==> src/verilog/beal_pkg.sv <==
// beal_pkg: offsets, field positions, flag positions and reset values of the
// bus error address logger.
// assumes the including modules import the whole package.
package beal_pkg;

  // register offsets within the adapter's node space
  localparam logic [7:0] BEAL_OFF_CMDR_FAIL_ADDR = 8'h08;
  localparam logic [7:0] BEAL_OFF_RSP_ERR_ADDR = 8'h0C;

  // field positions, shared by both capture registers
  localparam int BEAL_LEN_MSB = 31;
  localparam int BEAL_LEN_LSB = 30;
  localparam int BEAL_ADDR_MSB = 29;
  localparam int BEAL_ADDR_LSB = 0;
  localparam int BEAL_CAP_W = 32;

  // error summary fields
  localparam int BEAL_SUM_NODE_MSB = 25;
  localparam int BEAL_SUM_NODE_LSB = 20;
  localparam int BEAL_SUM_CMD_MSB = 19;
  localparam int BEAL_SUM_CMD_LSB = 16;
  localparam int BEAL_SUM_ME_BIT = 14;
  localparam int BEAL_NODE_W = 6;
  localparam int BEAL_CMD_W = 4;
  localparam int BEAL_SUM_FLAG_W = 14;

  // bus error flag positions
  localparam int BEAL_BE_WSEQ = 22;
  localparam int BEAL_BE_RDNOACK = 21;
  localparam int BEAL_BE_WDNOACK = 20;
  localparam int BEAL_BE_NORESP = 18;
  localparam int BEAL_BE_RSEQ = 17;
  localparam int BEAL_BE_RERR = 16;
  localparam int BEAL_BE_CMDNOACK = 15;
  localparam int BEAL_BE_TMO = 13;
  localparam int BEAL_BE_STF = 10;

  // error summary flag positions
  localparam int BEAL_ES_UNCORR = 13;
  localparam int BEAL_ES_CORR = 12;
  localparam int BEAL_ES_INTERR = 7;
  localparam int BEAL_ES_IOWFAIL = 6;
  localparam int BEAL_ES_ACLO = 5;
  localparam int BEAL_ES_RDPAR = 0;

  // lock masks
  localparam logic [31:0] BEAL_CMDR_BE_MASK = (32'h1 << BEAL_BE_WDNOACK)
    | (32'h1 << BEAL_BE_NORESP) | (32'h1 << BEAL_BE_RSEQ) | (32'h1 << BEAL_BE_RERR)
    | (32'h1 << BEAL_BE_CMDNOACK) | (32'h1 << BEAL_BE_TMO);
  localparam logic [13:0] BEAL_CMDR_ES_MASK = 14'h1 << BEAL_ES_INTERR;
  localparam logic [31:0] BEAL_RSP_BE_MASK = (32'h1 << BEAL_BE_WSEQ)
    | (32'h1 << BEAL_BE_RDNOACK);
  localparam logic [13:0] BEAL_RSP_ES_MASK = (14'h1 << BEAL_ES_UNCORR)
    | (14'h1 << BEAL_ES_CORR) | (14'h1 << BEAL_ES_INTERR)
    | (14'h1 << BEAL_ES_IOWFAIL) | (14'h1 << BEAL_ES_RDPAR);

  // flags that never count towards the multiple-error flag
  localparam logic [31:0] BEAL_ME_BE_MASK = ~(32'h1 << BEAL_BE_STF);
  localparam logic [13:0] BEAL_ME_ES_MASK = ~(14'h1 << BEAL_ES_ACLO);

  localparam logic [31:0] BEAL_CAP_RESET = 32'h0000_0000;

endpackage : beal_pkg

==> src/verilog/beal_capture.sv <==
// beal_capture: one lockable capture register.
// assumes load and lock come from logic on clk_sys.
`timescale 1ns/10ps
`default_nettype none

module beal_capture
  import beal_pkg::*;
#(
  parameter int WIDTH = BEAL_CAP_W
) (
  input wire logic clk_sys,
  input wire logic rst,
  input wire logic loadEn,
  input wire logic lockHold,
  input wire logic [WIDTH-1:0] dataIn,
  output logic [WIDTH-1:0] dataQ
);

  logic [WIDTH-1:0] data_d;

  // a locked register keeps the first failing transaction
  assign data_d = (loadEn && !lockHold) ? dataIn : dataQ;

  always_ff @(posedge clk_sys) begin
    if (rst) begin
      dataQ <= WIDTH'(BEAL_CAP_RESET);
    end else begin
      dataQ <= data_d;
    end
  end

endmodule : beal_capture

`default_nettype wire

==> src/verilog/beal_logger.sv <==
// beal_logger: commander and responder failing-address capture, responder
// node and command capture, and the multiple-error flag.
// assumes error flags are registered levels on clk_sys held until software
// clears them; strobes are one-cycle pulses on clk_sys.
`timescale 1ns/10ps
`default_nettype none

// Behaviour
// commander capture locks on the commander bus-error flags or internal error
// issued command cycle loads commander length from data 31:30
// commander capture locks only after all retries failed (flag set)
// issued command cycle loads commander address from data 29:0
// commander capture resumes loading once the locking flag clears
// responder address loads on acknowledged I/O write, read or identify
// responder address, node and command lock on responder error flags
// responder length takes data 31:30 on accepted command cycle
// responder captures lock on failure, unlock when all such flags clear
// summary bits 25:20 capture requesting node, lock with responder
// summary bits 19:16 capture bus command, lock with responder
// summary bits 30:26 and 15 read zero
// multiple-error flag at bit 14 sets on second error, write one clears
// power-fail and self-test-fail flags never set multiple-error flag
// locked capture keeps every field of the first failing transaction
module beal_logger
  import beal_pkg::*;
(
  input wire logic clk_sys,
  input wire logic rst,
  input wire logic cmdAddrIssue,
  input wire logic rspCmdAccept,
  input wire logic [31:0] busData,
  input wire logic [BEAL_NODE_W-1:0] rspNodeId,
  input wire logic [BEAL_CMD_W-1:0] rspCommand,
  input wire logic [31:0] busErrorFlags,
  input wire logic [BEAL_SUM_FLAG_W-1:0] summaryErrorFlags,
  input wire logic multiErrClear,
  output logic [31:0] commanderFailAddress,
  output logic [31:0] responderErrorAddress,
  output logic [31:0] errorSummary,
  output logic commanderLocked,
  output logic responderLocked
);

  logic [BEAL_NODE_W+BEAL_CMD_W-1:0] rspIdCmd;
  logic [BEAL_NODE_W+BEAL_CMD_W-1:0] rspIdCmdIn;
  logic [45:0] meFlags;
  logic [45:0] meFlagsPrev_q;
  logic meNewErr;
  logic meOldErr;
  logic multipleError_q;
  logic multipleError_d;
  // named fields so the checks read like the register layout
  logic [BEAL_LEN_MSB-BEAL_LEN_LSB:0] cmdrLength;
  logic [BEAL_ADDR_MSB-BEAL_ADDR_LSB:0] cmdrAddress;
  logic [BEAL_LEN_MSB-BEAL_LEN_LSB:0] rspLength;
  logic [BEAL_ADDR_MSB-BEAL_ADDR_LSB:0] rspAddress;
  logic [BEAL_NODE_W-1:0] rspNodeField;
  logic [BEAL_CMD_W-1:0] rspCmdField;
  logic multiErrBit;

  // one decode shared by both lock conditions
  function automatic logic beal_any_masked(
    input logic [31:0] busFlags,
    input logic [31:0] busMask,
    input logic [BEAL_SUM_FLAG_W-1:0] sumFlags,
    input logic [BEAL_SUM_FLAG_W-1:0] sumMask
  );
    return (|(busFlags & busMask)) || (|(sumFlags & sumMask));
  endfunction : beal_any_masked

  // flags are levels: they only set after the last retry, so lock follows
  assign commanderLocked = beal_any_masked(busErrorFlags, BEAL_CMDR_BE_MASK,
    summaryErrorFlags, BEAL_CMDR_ES_MASK);
  assign responderLocked = beal_any_masked(busErrorFlags, BEAL_RSP_BE_MASK,
    summaryErrorFlags, BEAL_RSP_ES_MASK);

  beal_capture #(.WIDTH(BEAL_CAP_W)) cmdrCap (
    .clk_sys(clk_sys),
    .rst(rst),
    .loadEn(cmdAddrIssue),
    .lockHold(commanderLocked),
    .dataIn(busData),
    .dataQ(commanderFailAddress)
  );

  beal_capture #(.WIDTH(BEAL_CAP_W)) rspCap (
    .clk_sys(clk_sys),
    .rst(rst),
    .loadEn(rspCmdAccept),
    .lockHold(responderLocked),
    .dataIn(busData),
    .dataQ(responderErrorAddress)
  );

  assign rspIdCmdIn = {rspNodeId, rspCommand};

  beal_capture #(.WIDTH(BEAL_NODE_W + BEAL_CMD_W)) idCmdCap (
    .clk_sys(clk_sys),
    .rst(rst),
    .loadEn(rspCmdAccept),
    .lockHold(responderLocked),
    .dataIn(rspIdCmdIn),
    .dataQ(rspIdCmd)
  );

  // flags rising together belong to one transaction and are not a second error
  assign meFlags = {busErrorFlags & BEAL_ME_BE_MASK,
    summaryErrorFlags & BEAL_ME_ES_MASK};
  assign meNewErr = |(meFlags & ~meFlagsPrev_q);
  assign meOldErr = |(meFlags & meFlagsPrev_q);
  // set wins over a clear in the same cycle
  assign multipleError_d = (meNewErr && meOldErr)
    || (multipleError_q && !multiErrClear);

  always_ff @(posedge clk_sys) begin
    if (rst) begin
      meFlagsPrev_q <= 46'h0;
      multipleError_q <= 1'b0;
    end else begin
      meFlagsPrev_q <= meFlags;
      multipleError_q <= multipleError_d;
    end
  end

  // low flag bits belong to other logic and are merged by the register read
  assign errorSummary = {6'h00,
    rspIdCmd[BEAL_NODE_W+BEAL_CMD_W-1:BEAL_CMD_W],
    rspIdCmd[BEAL_CMD_W-1:0], 1'b0, multipleError_q, 14'h0000};

  // field views of the visible registers
  assign cmdrLength = commanderFailAddress[BEAL_LEN_MSB:BEAL_LEN_LSB];
  assign cmdrAddress = commanderFailAddress[BEAL_ADDR_MSB:BEAL_ADDR_LSB];
  assign rspLength = responderErrorAddress[BEAL_LEN_MSB:BEAL_LEN_LSB];
  assign rspAddress = responderErrorAddress[BEAL_ADDR_MSB:BEAL_ADDR_LSB];
  assign rspNodeField = errorSummary[BEAL_SUM_NODE_MSB:BEAL_SUM_NODE_LSB];
  assign rspCmdField = errorSummary[BEAL_SUM_CMD_MSB:BEAL_SUM_CMD_LSB];
  assign multiErrBit = errorSummary[BEAL_SUM_ME_BIT];

  cmdr_load_a: assert property (@(posedge clk_sys) disable iff (rst)
    cmdAddrIssue && !commanderLocked |=> commanderFailAddress == $past(busData))
    else $error("commander capture missed an issued cycle");

  cmdr_lock_a: assert property (@(posedge clk_sys) disable iff (rst)
    commanderLocked |=> $stable(commanderFailAddress))
    else $error("commander capture changed while locked");

  cmdr_unlock_a: assert property (@(posedge clk_sys) disable iff (rst)
    $fell(commanderLocked) && cmdAddrIssue ##1 1'b1
      |-> commanderFailAddress == $past(busData))
    else $error("commander capture did not resume after unlock");

  rsp_load_a: assert property (@(posedge clk_sys) disable iff (rst)
    rspCmdAccept && !responderLocked |=> responderErrorAddress == $past(busData)
      && errorSummary[25:20] == $past(rspNodeId)
      && errorSummary[19:16] == $past(rspCommand))
    else $error("responder capture missed an accepted cycle");

  rsp_lock_a: assert property (@(posedge clk_sys) disable iff (rst)
    responderLocked |=> $stable(responderErrorAddress) && $stable(errorSummary[25:16]))
    else $error("responder capture changed while locked");

  rsv_zero_a: assert property (@(posedge clk_sys) disable iff (rst)
    errorSummary[30:26] == 5'h00 && !errorSummary[15])
    else $error("reserved summary bits not zero");

  me_set_a: assert property (@(posedge clk_sys) disable iff (rst)
    meNewErr && meOldErr |=> errorSummary[BEAL_SUM_ME_BIT])
    else $error("multiple-error flag not set");

  me_clear_a: assert property (@(posedge clk_sys) disable iff (rst)
    multiErrClear && !(meNewErr && meOldErr) |=> !errorSummary[BEAL_SUM_ME_BIT])
    else $error("multiple-error flag not cleared");

  me_excl_a: assert property (@(posedge clk_sys) disable iff (rst)
    !errorSummary[BEAL_SUM_ME_BIT] && (meFlags == meFlagsPrev_q)
      |=> !errorSummary[BEAL_SUM_ME_BIT])
    else $error("multiple-error flag set without a new error");

  cmdr_len_a: assert property (@(posedge clk_sys) disable iff (rst)
    cmdAddrIssue && !commanderLocked |=> cmdrLength == $past(busData[31:30]))
    else $error("commander length not loaded");

  cmdr_addr_a: assert property (@(posedge clk_sys) disable iff (rst)
    cmdAddrIssue && !commanderLocked |=> cmdrAddress == $past(busData[29:0]))
    else $error("commander address not loaded");

  cmdr_retry_a: assert property (@(posedge clk_sys) disable iff (rst)
    cmdAddrIssue && !commanderLocked ##1 cmdAddrIssue && !commanderLocked
      |=> commanderFailAddress == $past(busData))
    else $error("open capture did not follow a retry");

  cmdr_keep_a: assert property (@(posedge clk_sys) disable iff (rst)
    cmdAddrIssue && commanderLocked |=> $stable(commanderFailAddress))
    else $error("locked commander capture overwritten");

  cmdr_idle_a: assert property (@(posedge clk_sys) disable iff (rst)
    !cmdAddrIssue |=> $stable(commanderFailAddress))
    else $error("commander capture changed with no issued cycle");

  rsp_len_a: assert property (@(posedge clk_sys) disable iff (rst)
    rspCmdAccept && !responderLocked |=> rspLength == $past(busData[31:30]))
    else $error("responder length not loaded");

  rsp_addr_a: assert property (@(posedge clk_sys) disable iff (rst)
    rspCmdAccept && !responderLocked |=> rspAddress == $past(busData[29:0]))
    else $error("responder address not loaded");

  rsp_node_a: assert property (@(posedge clk_sys) disable iff (rst)
    rspCmdAccept && !responderLocked |=> rspNodeField == $past(rspNodeId))
    else $error("responder node not loaded");

  rsp_cmd_a: assert property (@(posedge clk_sys) disable iff (rst)
    rspCmdAccept && !responderLocked |=> rspCmdField == $past(rspCommand))
    else $error("responder command not loaded");

  rsp_keep_a: assert property (@(posedge clk_sys) disable iff (rst)
    rspCmdAccept && responderLocked
      |=> $stable(responderErrorAddress) && $stable(errorSummary[25:16]))
    else $error("locked responder capture overwritten");

  rsp_idle_a: assert property (@(posedge clk_sys) disable iff (rst)
    !rspCmdAccept |=> $stable(responderErrorAddress) && $stable(errorSummary[25:16]))
    else $error("responder capture changed with no accepted cycle");

  rsp_unlock_a: assert property (@(posedge clk_sys) disable iff (rst)
    $fell(responderLocked) && rspCmdAccept |=> responderErrorAddress == $past(busData))
    else $error("responder capture did not resume after unlock");

  me_hold_a: assert property (@(posedge clk_sys) disable iff (rst)
    multiErrBit && !multiErrClear |=> multiErrBit)
    else $error("multiple-error flag dropped without a clear");

  me_single_a: assert property (@(posedge clk_sys) disable iff (rst)
    meNewErr && !meOldErr && !multiErrBit |=> !multiErrBit)
    else $error("multiple-error flag set by a first error");

  me_both_a: assert property (@(posedge clk_sys) disable iff (rst)
    meNewErr && meOldErr && multiErrClear |=> multiErrBit)
    else $error("clear won over a new multiple error");

  me_stf_a: assert property (@(posedge clk_sys) disable iff (rst)
    !multiErrBit && meFlags == meFlagsPrev_q && $changed(busErrorFlags[BEAL_BE_STF])
      |=> !multiErrBit)
    else $error("self-test flag set the multiple-error flag");

  me_aclo_a: assert property (@(posedge clk_sys) disable iff (rst)
    !multiErrBit && meFlags == meFlagsPrev_q && $changed(summaryErrorFlags[BEAL_ES_ACLO])
      |=> !multiErrBit)
    else $error("power-fail flag set the multiple-error flag");

  sum_low_a: assert property (@(posedge clk_sys) disable iff (rst)
    errorSummary[31] == 1'b0 && errorSummary[13:0] == 14'h0000)
    else $error("summary bits outside this logic not zero");

  rst_zero_a: assert property (@(posedge clk_sys) rst
    |=> commanderFailAddress == 32'h0000_0000 && responderErrorAddress == 32'h0000_0000
      && errorSummary == 32'h0000_0000)
    else $error("register not zero after reset");

  // one check per flag, so a dropped or stray mask bit shows at once
  for (genvar g = 0; g < 32; g++) begin : g_busLock
    if (BEAL_CMDR_BE_MASK[g]) begin : g_cmdr
      cmdr_bit_a: assert property (@(posedge clk_sys) disable iff (rst)
        busErrorFlags[g] |-> commanderLocked)
        else $error("commander flag left the capture open");
    end else begin : g_cmdrFree
      cmdr_free_a: assert property (@(posedge clk_sys) disable iff (rst)
        busErrorFlags == (32'h1 << g) && summaryErrorFlags == 14'h0000 |-> !commanderLocked)
        else $error("unlisted flag locked the commander capture");
    end
    if (BEAL_RSP_BE_MASK[g]) begin : g_rsp
      rsp_bit_a: assert property (@(posedge clk_sys) disable iff (rst)
        busErrorFlags[g] |-> responderLocked)
        else $error("responder flag left the capture open");
    end else begin : g_rspFree
      rsp_free_a: assert property (@(posedge clk_sys) disable iff (rst)
        busErrorFlags == (32'h1 << g) && summaryErrorFlags == 14'h0000 |-> !responderLocked)
        else $error("unlisted flag locked the responder capture");
    end
  end

  // same per-flag checks for the summary flag group
  for (genvar g = 0; g < BEAL_SUM_FLAG_W; g++) begin : g_sumLock
    if (BEAL_CMDR_ES_MASK[g]) begin : g_cmdr
      cmdr_sum_a: assert property (@(posedge clk_sys) disable iff (rst)
        summaryErrorFlags[g] |-> commanderLocked)
        else $error("summary flag left the commander capture open");
    end else begin : g_cmdrFree
      cmdr_sfree_a: assert property (@(posedge clk_sys) disable iff (rst)
        summaryErrorFlags == (14'h1 << g) && busErrorFlags == 32'h0000_0000 |-> !commanderLocked)
        else $error("unlisted summary flag locked the commander capture");
    end
    if (BEAL_RSP_ES_MASK[g]) begin : g_rsp
      rsp_sum_a: assert property (@(posedge clk_sys) disable iff (rst)
        summaryErrorFlags[g] |-> responderLocked)
        else $error("summary flag left the responder capture open");
    end else begin : g_rspFree
      rsp_sfree_a: assert property (@(posedge clk_sys) disable iff (rst)
        summaryErrorFlags == (14'h1 << g) && busErrorFlags == 32'h0000_0000 |-> !responderLocked)
        else $error("unlisted summary flag locked the responder capture");
    end
  end

endmodule : beal_logger

`default_nettype wire

==> config.mk <==
export PLATFORM = sky130hd
export DESIGN_NAME = beal_logger
export DESIGN_NICKNAME = d
export VERILOG_FILES = /design/src/verilog/beal_pkg.sv /design/src/verilog/beal_capture.sv /design/src/verilog/beal_logger.sv
export SDC_FILE = /design/constraint.sdc
export NUM_CORES = 1
export LEC_CHECK = 0
export BUFFER_PORTS_ARGS = -buffer_cell sky130_fd_sc_hd__buf_2
export CAP_MARGIN = 0
export CORE_MARGIN = 4
export CORE_UTILIZATION = 35
export CTS_CLUSTER_DIAMETER = 30
export DETAILED_ROUTE_END_ITERATION = 8
export MAX_ROUTING_LAYER = met4
export PLACE_DENSITY_LB_ADDON = 0.1
export SLEW_MARGIN = 20
export SYNTH_ARGS = -nofsm -noshare
export SYNTH_HDL_FRONTEND = slang
export SYNTH_SLANG_ARGS = --single-unit
export TNS_END_PERCENT = 20
==> constraint.sdc <==
create_clock -name clk_sys -period 3.4 [get_ports clk_sys]
set_clock_uncertainty 0.2 [all_clocks]
set_input_delay 0.85 -clock clk_sys [delete_from_list [all_inputs] [get_ports clk_sys]]
set_output_delay 0.85 -clock clk_sys [all_outputs]
set_load 0.02 [all_outputs]
Word level (Yosys, flattened, before mapping). Cells that the tools add are included.

Memories kept: 0. ROM bits: 0. Register bits: 121. Output and inout bits: 98. Latch bits: 0. RAM bits: 0.

Mux-type cells: 0. Div/mod/pow operators: 0. Shift operators: 0. Equal/unequal tests: 0. Reductions and logical operators: 15. Multipliers: 0. Magnitude comparators: 0. Bitwise operators: 3. Add/sub/neg operators: 0.

Operators with widths (count): $and 46x46->46 (2); $reduce_or 46->1 (2); $not 46->46 (1); $reduce_or 6->1 (1); $reduce_or 5->1 (1); $logic_and 1x1->1 (4); $logic_not 1->1 (3); $logic_or 1x1->1 (3); $reduce_or 2->1 (1).

Longest topological paths before layout.
Depth after elaboration: 5. Mapped depth: 6. Mapped depth without buffers: 5.

Cells and area by module. A second synthesis with hierarchy kept.

Cell total of the unflattened synthesis: 550. Area, all modules: 5616.6 um^2.

Modules (own cells, without submodules): beal_capture at cmdrCap ... (cells an instance 145, times used 2, area each 1575.3 um^2); beal_logger (cells an instance 214, times used 1, area each 1994.4 um^2); beal_capture at idCmdCap (cells an instance 46, times used 1, area each 471.7 um^2).

Worst setup path before layout. OpenSTA, ideal clock, no wires.

Path type: input to output. Start: input port busErrorFlags[16]. End: output port commanderLocked. Setup slack: 1.001 ns. Stages on the path: 2. Arrival: 1.349 ns. Buffers on the path: 0. Cell sequence: nor4_2 -> nand2_1.

Cells in the longest elaborated chain, start to end: 2.

Ends and longest elaborated chain: from (decl) (RTL line beal_logger.sv:34) `input wire logic [31:0] busErrorFlags,`; $reduce_or 6->1 (RTL line beal_logger.sv:68) `return (|(busFlags & busMask)) || (|(sumFlags & sumMask));`; $logic_or 1x1->1 (RTL line beal_logger.sv:68); to (decl) (RTL line beal_logger.sv:40) `output logic commanderLocked,`.

No other way between the ends.

Worst setup path in the final report.
Start: input port summaryErrorFlags[7]. End: output port responderLocked.

Cells in the longest elaborated chain, start to end: 2.

Ends and longest elaborated chain: from (decl) (RTL line beal_logger.sv:35) `input wire logic [BEAL_SUM_FLAG_W-1:0] summaryErrorFlags,`; $reduce_or 5->1 (RTL line beal_logger.sv:68); $logic_or 1x1->1 (RTL line beal_logger.sv:68); to (decl) (RTL line beal_logger.sv:41) `output logic responderLocked`.

No other way between the ends.

==> results.md <==
| Parameter | This run | Unit |
|:---|:---|:---|
| Transition time at the pin with the least slew margin | 0.647 | ns |
| Number of violations of the max-capacitance limit | 0 | - |
| First-pass detailed-route iteration total | 4 | - |
| Maximum level of the CTS H-tree | 4 | - |
| Time the final worst path needs with I/O delays and setup | 2.68 | ns |
| Number of gates resized after cts | 0 | - |
| Die ar. | 14,900 | um^2 |
| Maximum count of clock buffers along a single path | 2 | - |
| Post-synth top area cell | dfxtp_1 | - |
| Vert. Die Dim | 122 | um |
| Highest achievable clock rate | 373 | MHz |
| Largest net degree at the start of global routing | 60 | - |
| Worst skew pair latency | 0.41 | ns |
| All-layer global routing usage | 0.178 | - |
| Worst setup timing slack at the placement stage | 0.700 | ns |
| Proportion of layout cells with a drive suffix above 1 | 0.290 | - |
| Final Hold Violating Endpoints | 0 | - |
| Wire length reported by the detailed router | 12.9 | mm |
| Min-Delay Startpoint | rspCap.dataQ[13]$_SDFFE_PP0P_ | - |
| Post-DRT Antenna Nets | 0 | - |
| Final worst path period share | 0.789 | - |
| Worst-case reg-to-reg path depth | 5 | - |
| Final layout net count | 793 | - |
| FF-to-FF setup slack | 1.49 | ns |
| Port Buffers | 167 | - |
| I/O Pins | 191 | - |
| Maximum resistive drop on vdd | 0.317 | mV |
| Reg2Reg Capture Point | multiErrBit$_SDFF_PP0_ | - |
| Post-detailed-placement half-perimeter wirelength | 9.10 | mm |
| Setup TNS Final | 0 | ns |
| Drc violations | 0 | - |
| Clock Sink Count | 119 | - |
| Core outline area | 12,700 | um^2 |
| Static Leakage | 2.60 | nW |
| Max transition margin | 0.568 | - |
| Initial antenna violation count | 0 | - |
| Clock slew at the register clock pins of the worst setup and hold paths | 0.05 | ns |
| Number of global-route vias before repair | 3,945 | - |
| Ratio of total power to cell area | 561 | nW/um^2 |
| Endpoint required time on the critical path | 2.35 | ns |
| Share of Yosys cell area claimed by the top area cell type | 0.524 | - |
| Total CTS buffers | 17 | - |
| CP Class | input port to output pin | - |
| Crit path from | summaryErrorFlags[7] | - |
| Sequential element share of the synthesized area | 0.524 | - |
| Total number of yosys warnings | 0 | - |
| Placer congestion estimate | 0.794 | - |
| Synthesized netlist cell count | 538 | - |
| RSZ-0062 raised after global routing | no | - |
| Flip-flop and latch count after synthesis | 119 | - |
| Worst Setup End Kind | output pin | - |
| Initial cell density of the core | 0.359 | - |
| Floorplan die width | 122 | um |
| Area added between synthesis and finish | 31.5 | % |
| Arrival time at the worst endpoint | 1.63 | ns |
| Routed vias/inst | 4.62 | - |
| Iter 0 DRT Violations | 245 | - |
| Total number of placement rows | 41 | - |
| Average wire per standard cell | 14.5 | um |
| Start of the worst register-to-register path | meFlagsPrev_q[4]$_SDFF_PP0_ | - |
| Area contributors post-synth | dfxtp_1 (52%), nand2_1 (12%), nor2b_1 (8.7%), a21oi_1 (8.4%), buf_4 (4.3%) | - |
| Number of buffers inserted for hold repair after clock tree synthesis | 0 | - |
| CTS root buffer | clkbuf_16 | - |
| Number of library cell types mapped by synthesis | 26 | - |
| First-pass GRT wire length | 19.7 | mm |
| Crit-path max FO | 5 | - |
| DR vias | 4,085 | - |
| Count of inserted antenna diode cells | 0 | - |
| Worst hold-check path type | register to register | - |
| Number of post-CTS setup repair buffers | 0 | - |
| Final setup margin | 0.718 | ns |
| Capturing element of the worst setup path | responderLocked | - |
| Status | complete, no violations | - |
| Type of element launching the critical path | input port | - |
| Area of the mapped netlist | 4550 | um^2 |
| Overflow after GRT | 0 | - |
| Filler Cell Count | 1,295 | - |
| TritonCTS clock tree | built | - |
| Average instance area after synthesis | 8.45 | um^2 |
| Total setup violations reported at the end of the flow | 0 | - |
| Final max-slew violation count | 0 | - |
==> cells in the final DEF (no fill, tap or decap), drive strengths merged, types with 3 or more instances in the layout <==
cell / n
buf: 174
nand2: 150
dfxtp: 119
a21oi: 76
nor2b: 63
conb: 21
clkbuf: 21
inv: 19
clkinv: 9
a2111oi: 8
a22o: 7
a221oi: 7
nor2: 6
a22oi: 6
nand4: 5
nor4: 4
nor3: 3
o22ai: 3
nand3: 3
==> how the worst min path moves through the flow <==
stage               depth (start not counted)                        endpoint
finish                                      2   rspCap.dataQ[13]$_SDFFE_PP0P_
global route                                2  cmdrCap.dataQ[23]$_SDFFE_PP0P_
CTS                                         2   rspCap.dataQ[13]$_SDFFE_PP0P_
detailed placement                          2   rspCap.dataQ[13]$_SDFFE_PP0P_
global placement                            2  cmdrCap.dataQ[16]$_SDFFE_PP0P_
floorplan                                   2   cmdrCap.dataQ[0]$_SDFFE_PP0P_
==> Yosys cell counts (all sizes together) <==
cell type  count
nand2        150
dfxtp        119
a21oi         76
nor2b         63
buf           31
clkbuf        20
inv           19
a2111oi        8
a221oi         7
a22o           7
a22oi          6
nor2           6
nand4          5
nor4           4
nand3          3
nor3           3
o22ai          3
a222oi         2
and3           2
conb           1
nand2b         1
o2111ai        1
or3            1
==> layout make-up <==
type / count / area, um^2 / share of cell area
clock buffer: 21 / 460 / 0.0770
clock inverter: 11 / 105 / 0.0176
inverter: 19 / 71.3 / 0.0119
multi-input combinational: 369 / 1850 / 0.310
sequential: 119 / 2380 / 0.398
tap: 172 / 215 / 0.0360
timing repair buffer: 174 / 891 / 0.149
==> where the power goes <==
| part | internal [mW] | switching, mW | total (mW) |
|---|---|---|---|
| sequential | 1.43 | 0.0154 | 1.44 |
| combinational | 0.0855 | 0.120 | 0.205 |
| clock | 1.10 | 0.601 | 1.70 |
| total | 2.62 | 0.736 | 3.35 |
==> critical path, cell delays in order <==
cell	delay (ns)
buf_2	0.13
nor4_2	0.39
nand2_1	0.08
buf_2	0.18
==> stage by stage <==
step	hold slack [ns]	util	cell area, um^2	instances	power [mW]
after floorplan	0.335	-	4620	558	1.59
after global placement	0.240	0.427	5410	853	1.67
after detailed placement	0.244	0.427	5410	853	1.68
after CTS	0.251	0.472	5980	885	3.39
after global routing	0.267	0.472	5980	885	3.49
final	0.249	0.472	5980	885	3.35
==> layer usage <==
layer,up-vias,wire [um],global-route usage
met3,18,1070,0.0650
met1,1866,5860,0.224
met5,-,0,-
met4,0,186,0.0665
li1,2060,-,-
met2,141,5740,0.263
==> flip-flops by register name, indices dropped and copies added, names as in the netlist <==
register	count
meFlagsPrev_q	44
rspCap.dataQ	32
cmdrCap.dataQ	32
idCmdCap.dataQ	10
multiErrBit	1
==> cells by family after synthesis <==
| logic type | synth area share |
|---|---|
| DFF | 0.524 |
| AOI/OAI and AO/OA | 0.146 |
| other | 0.000825 |
| buffers and inverters | 0.0861 |
| and+or+nand+nor | 0.243 |
Note: power is estimated with default switching activity, not from simulation.
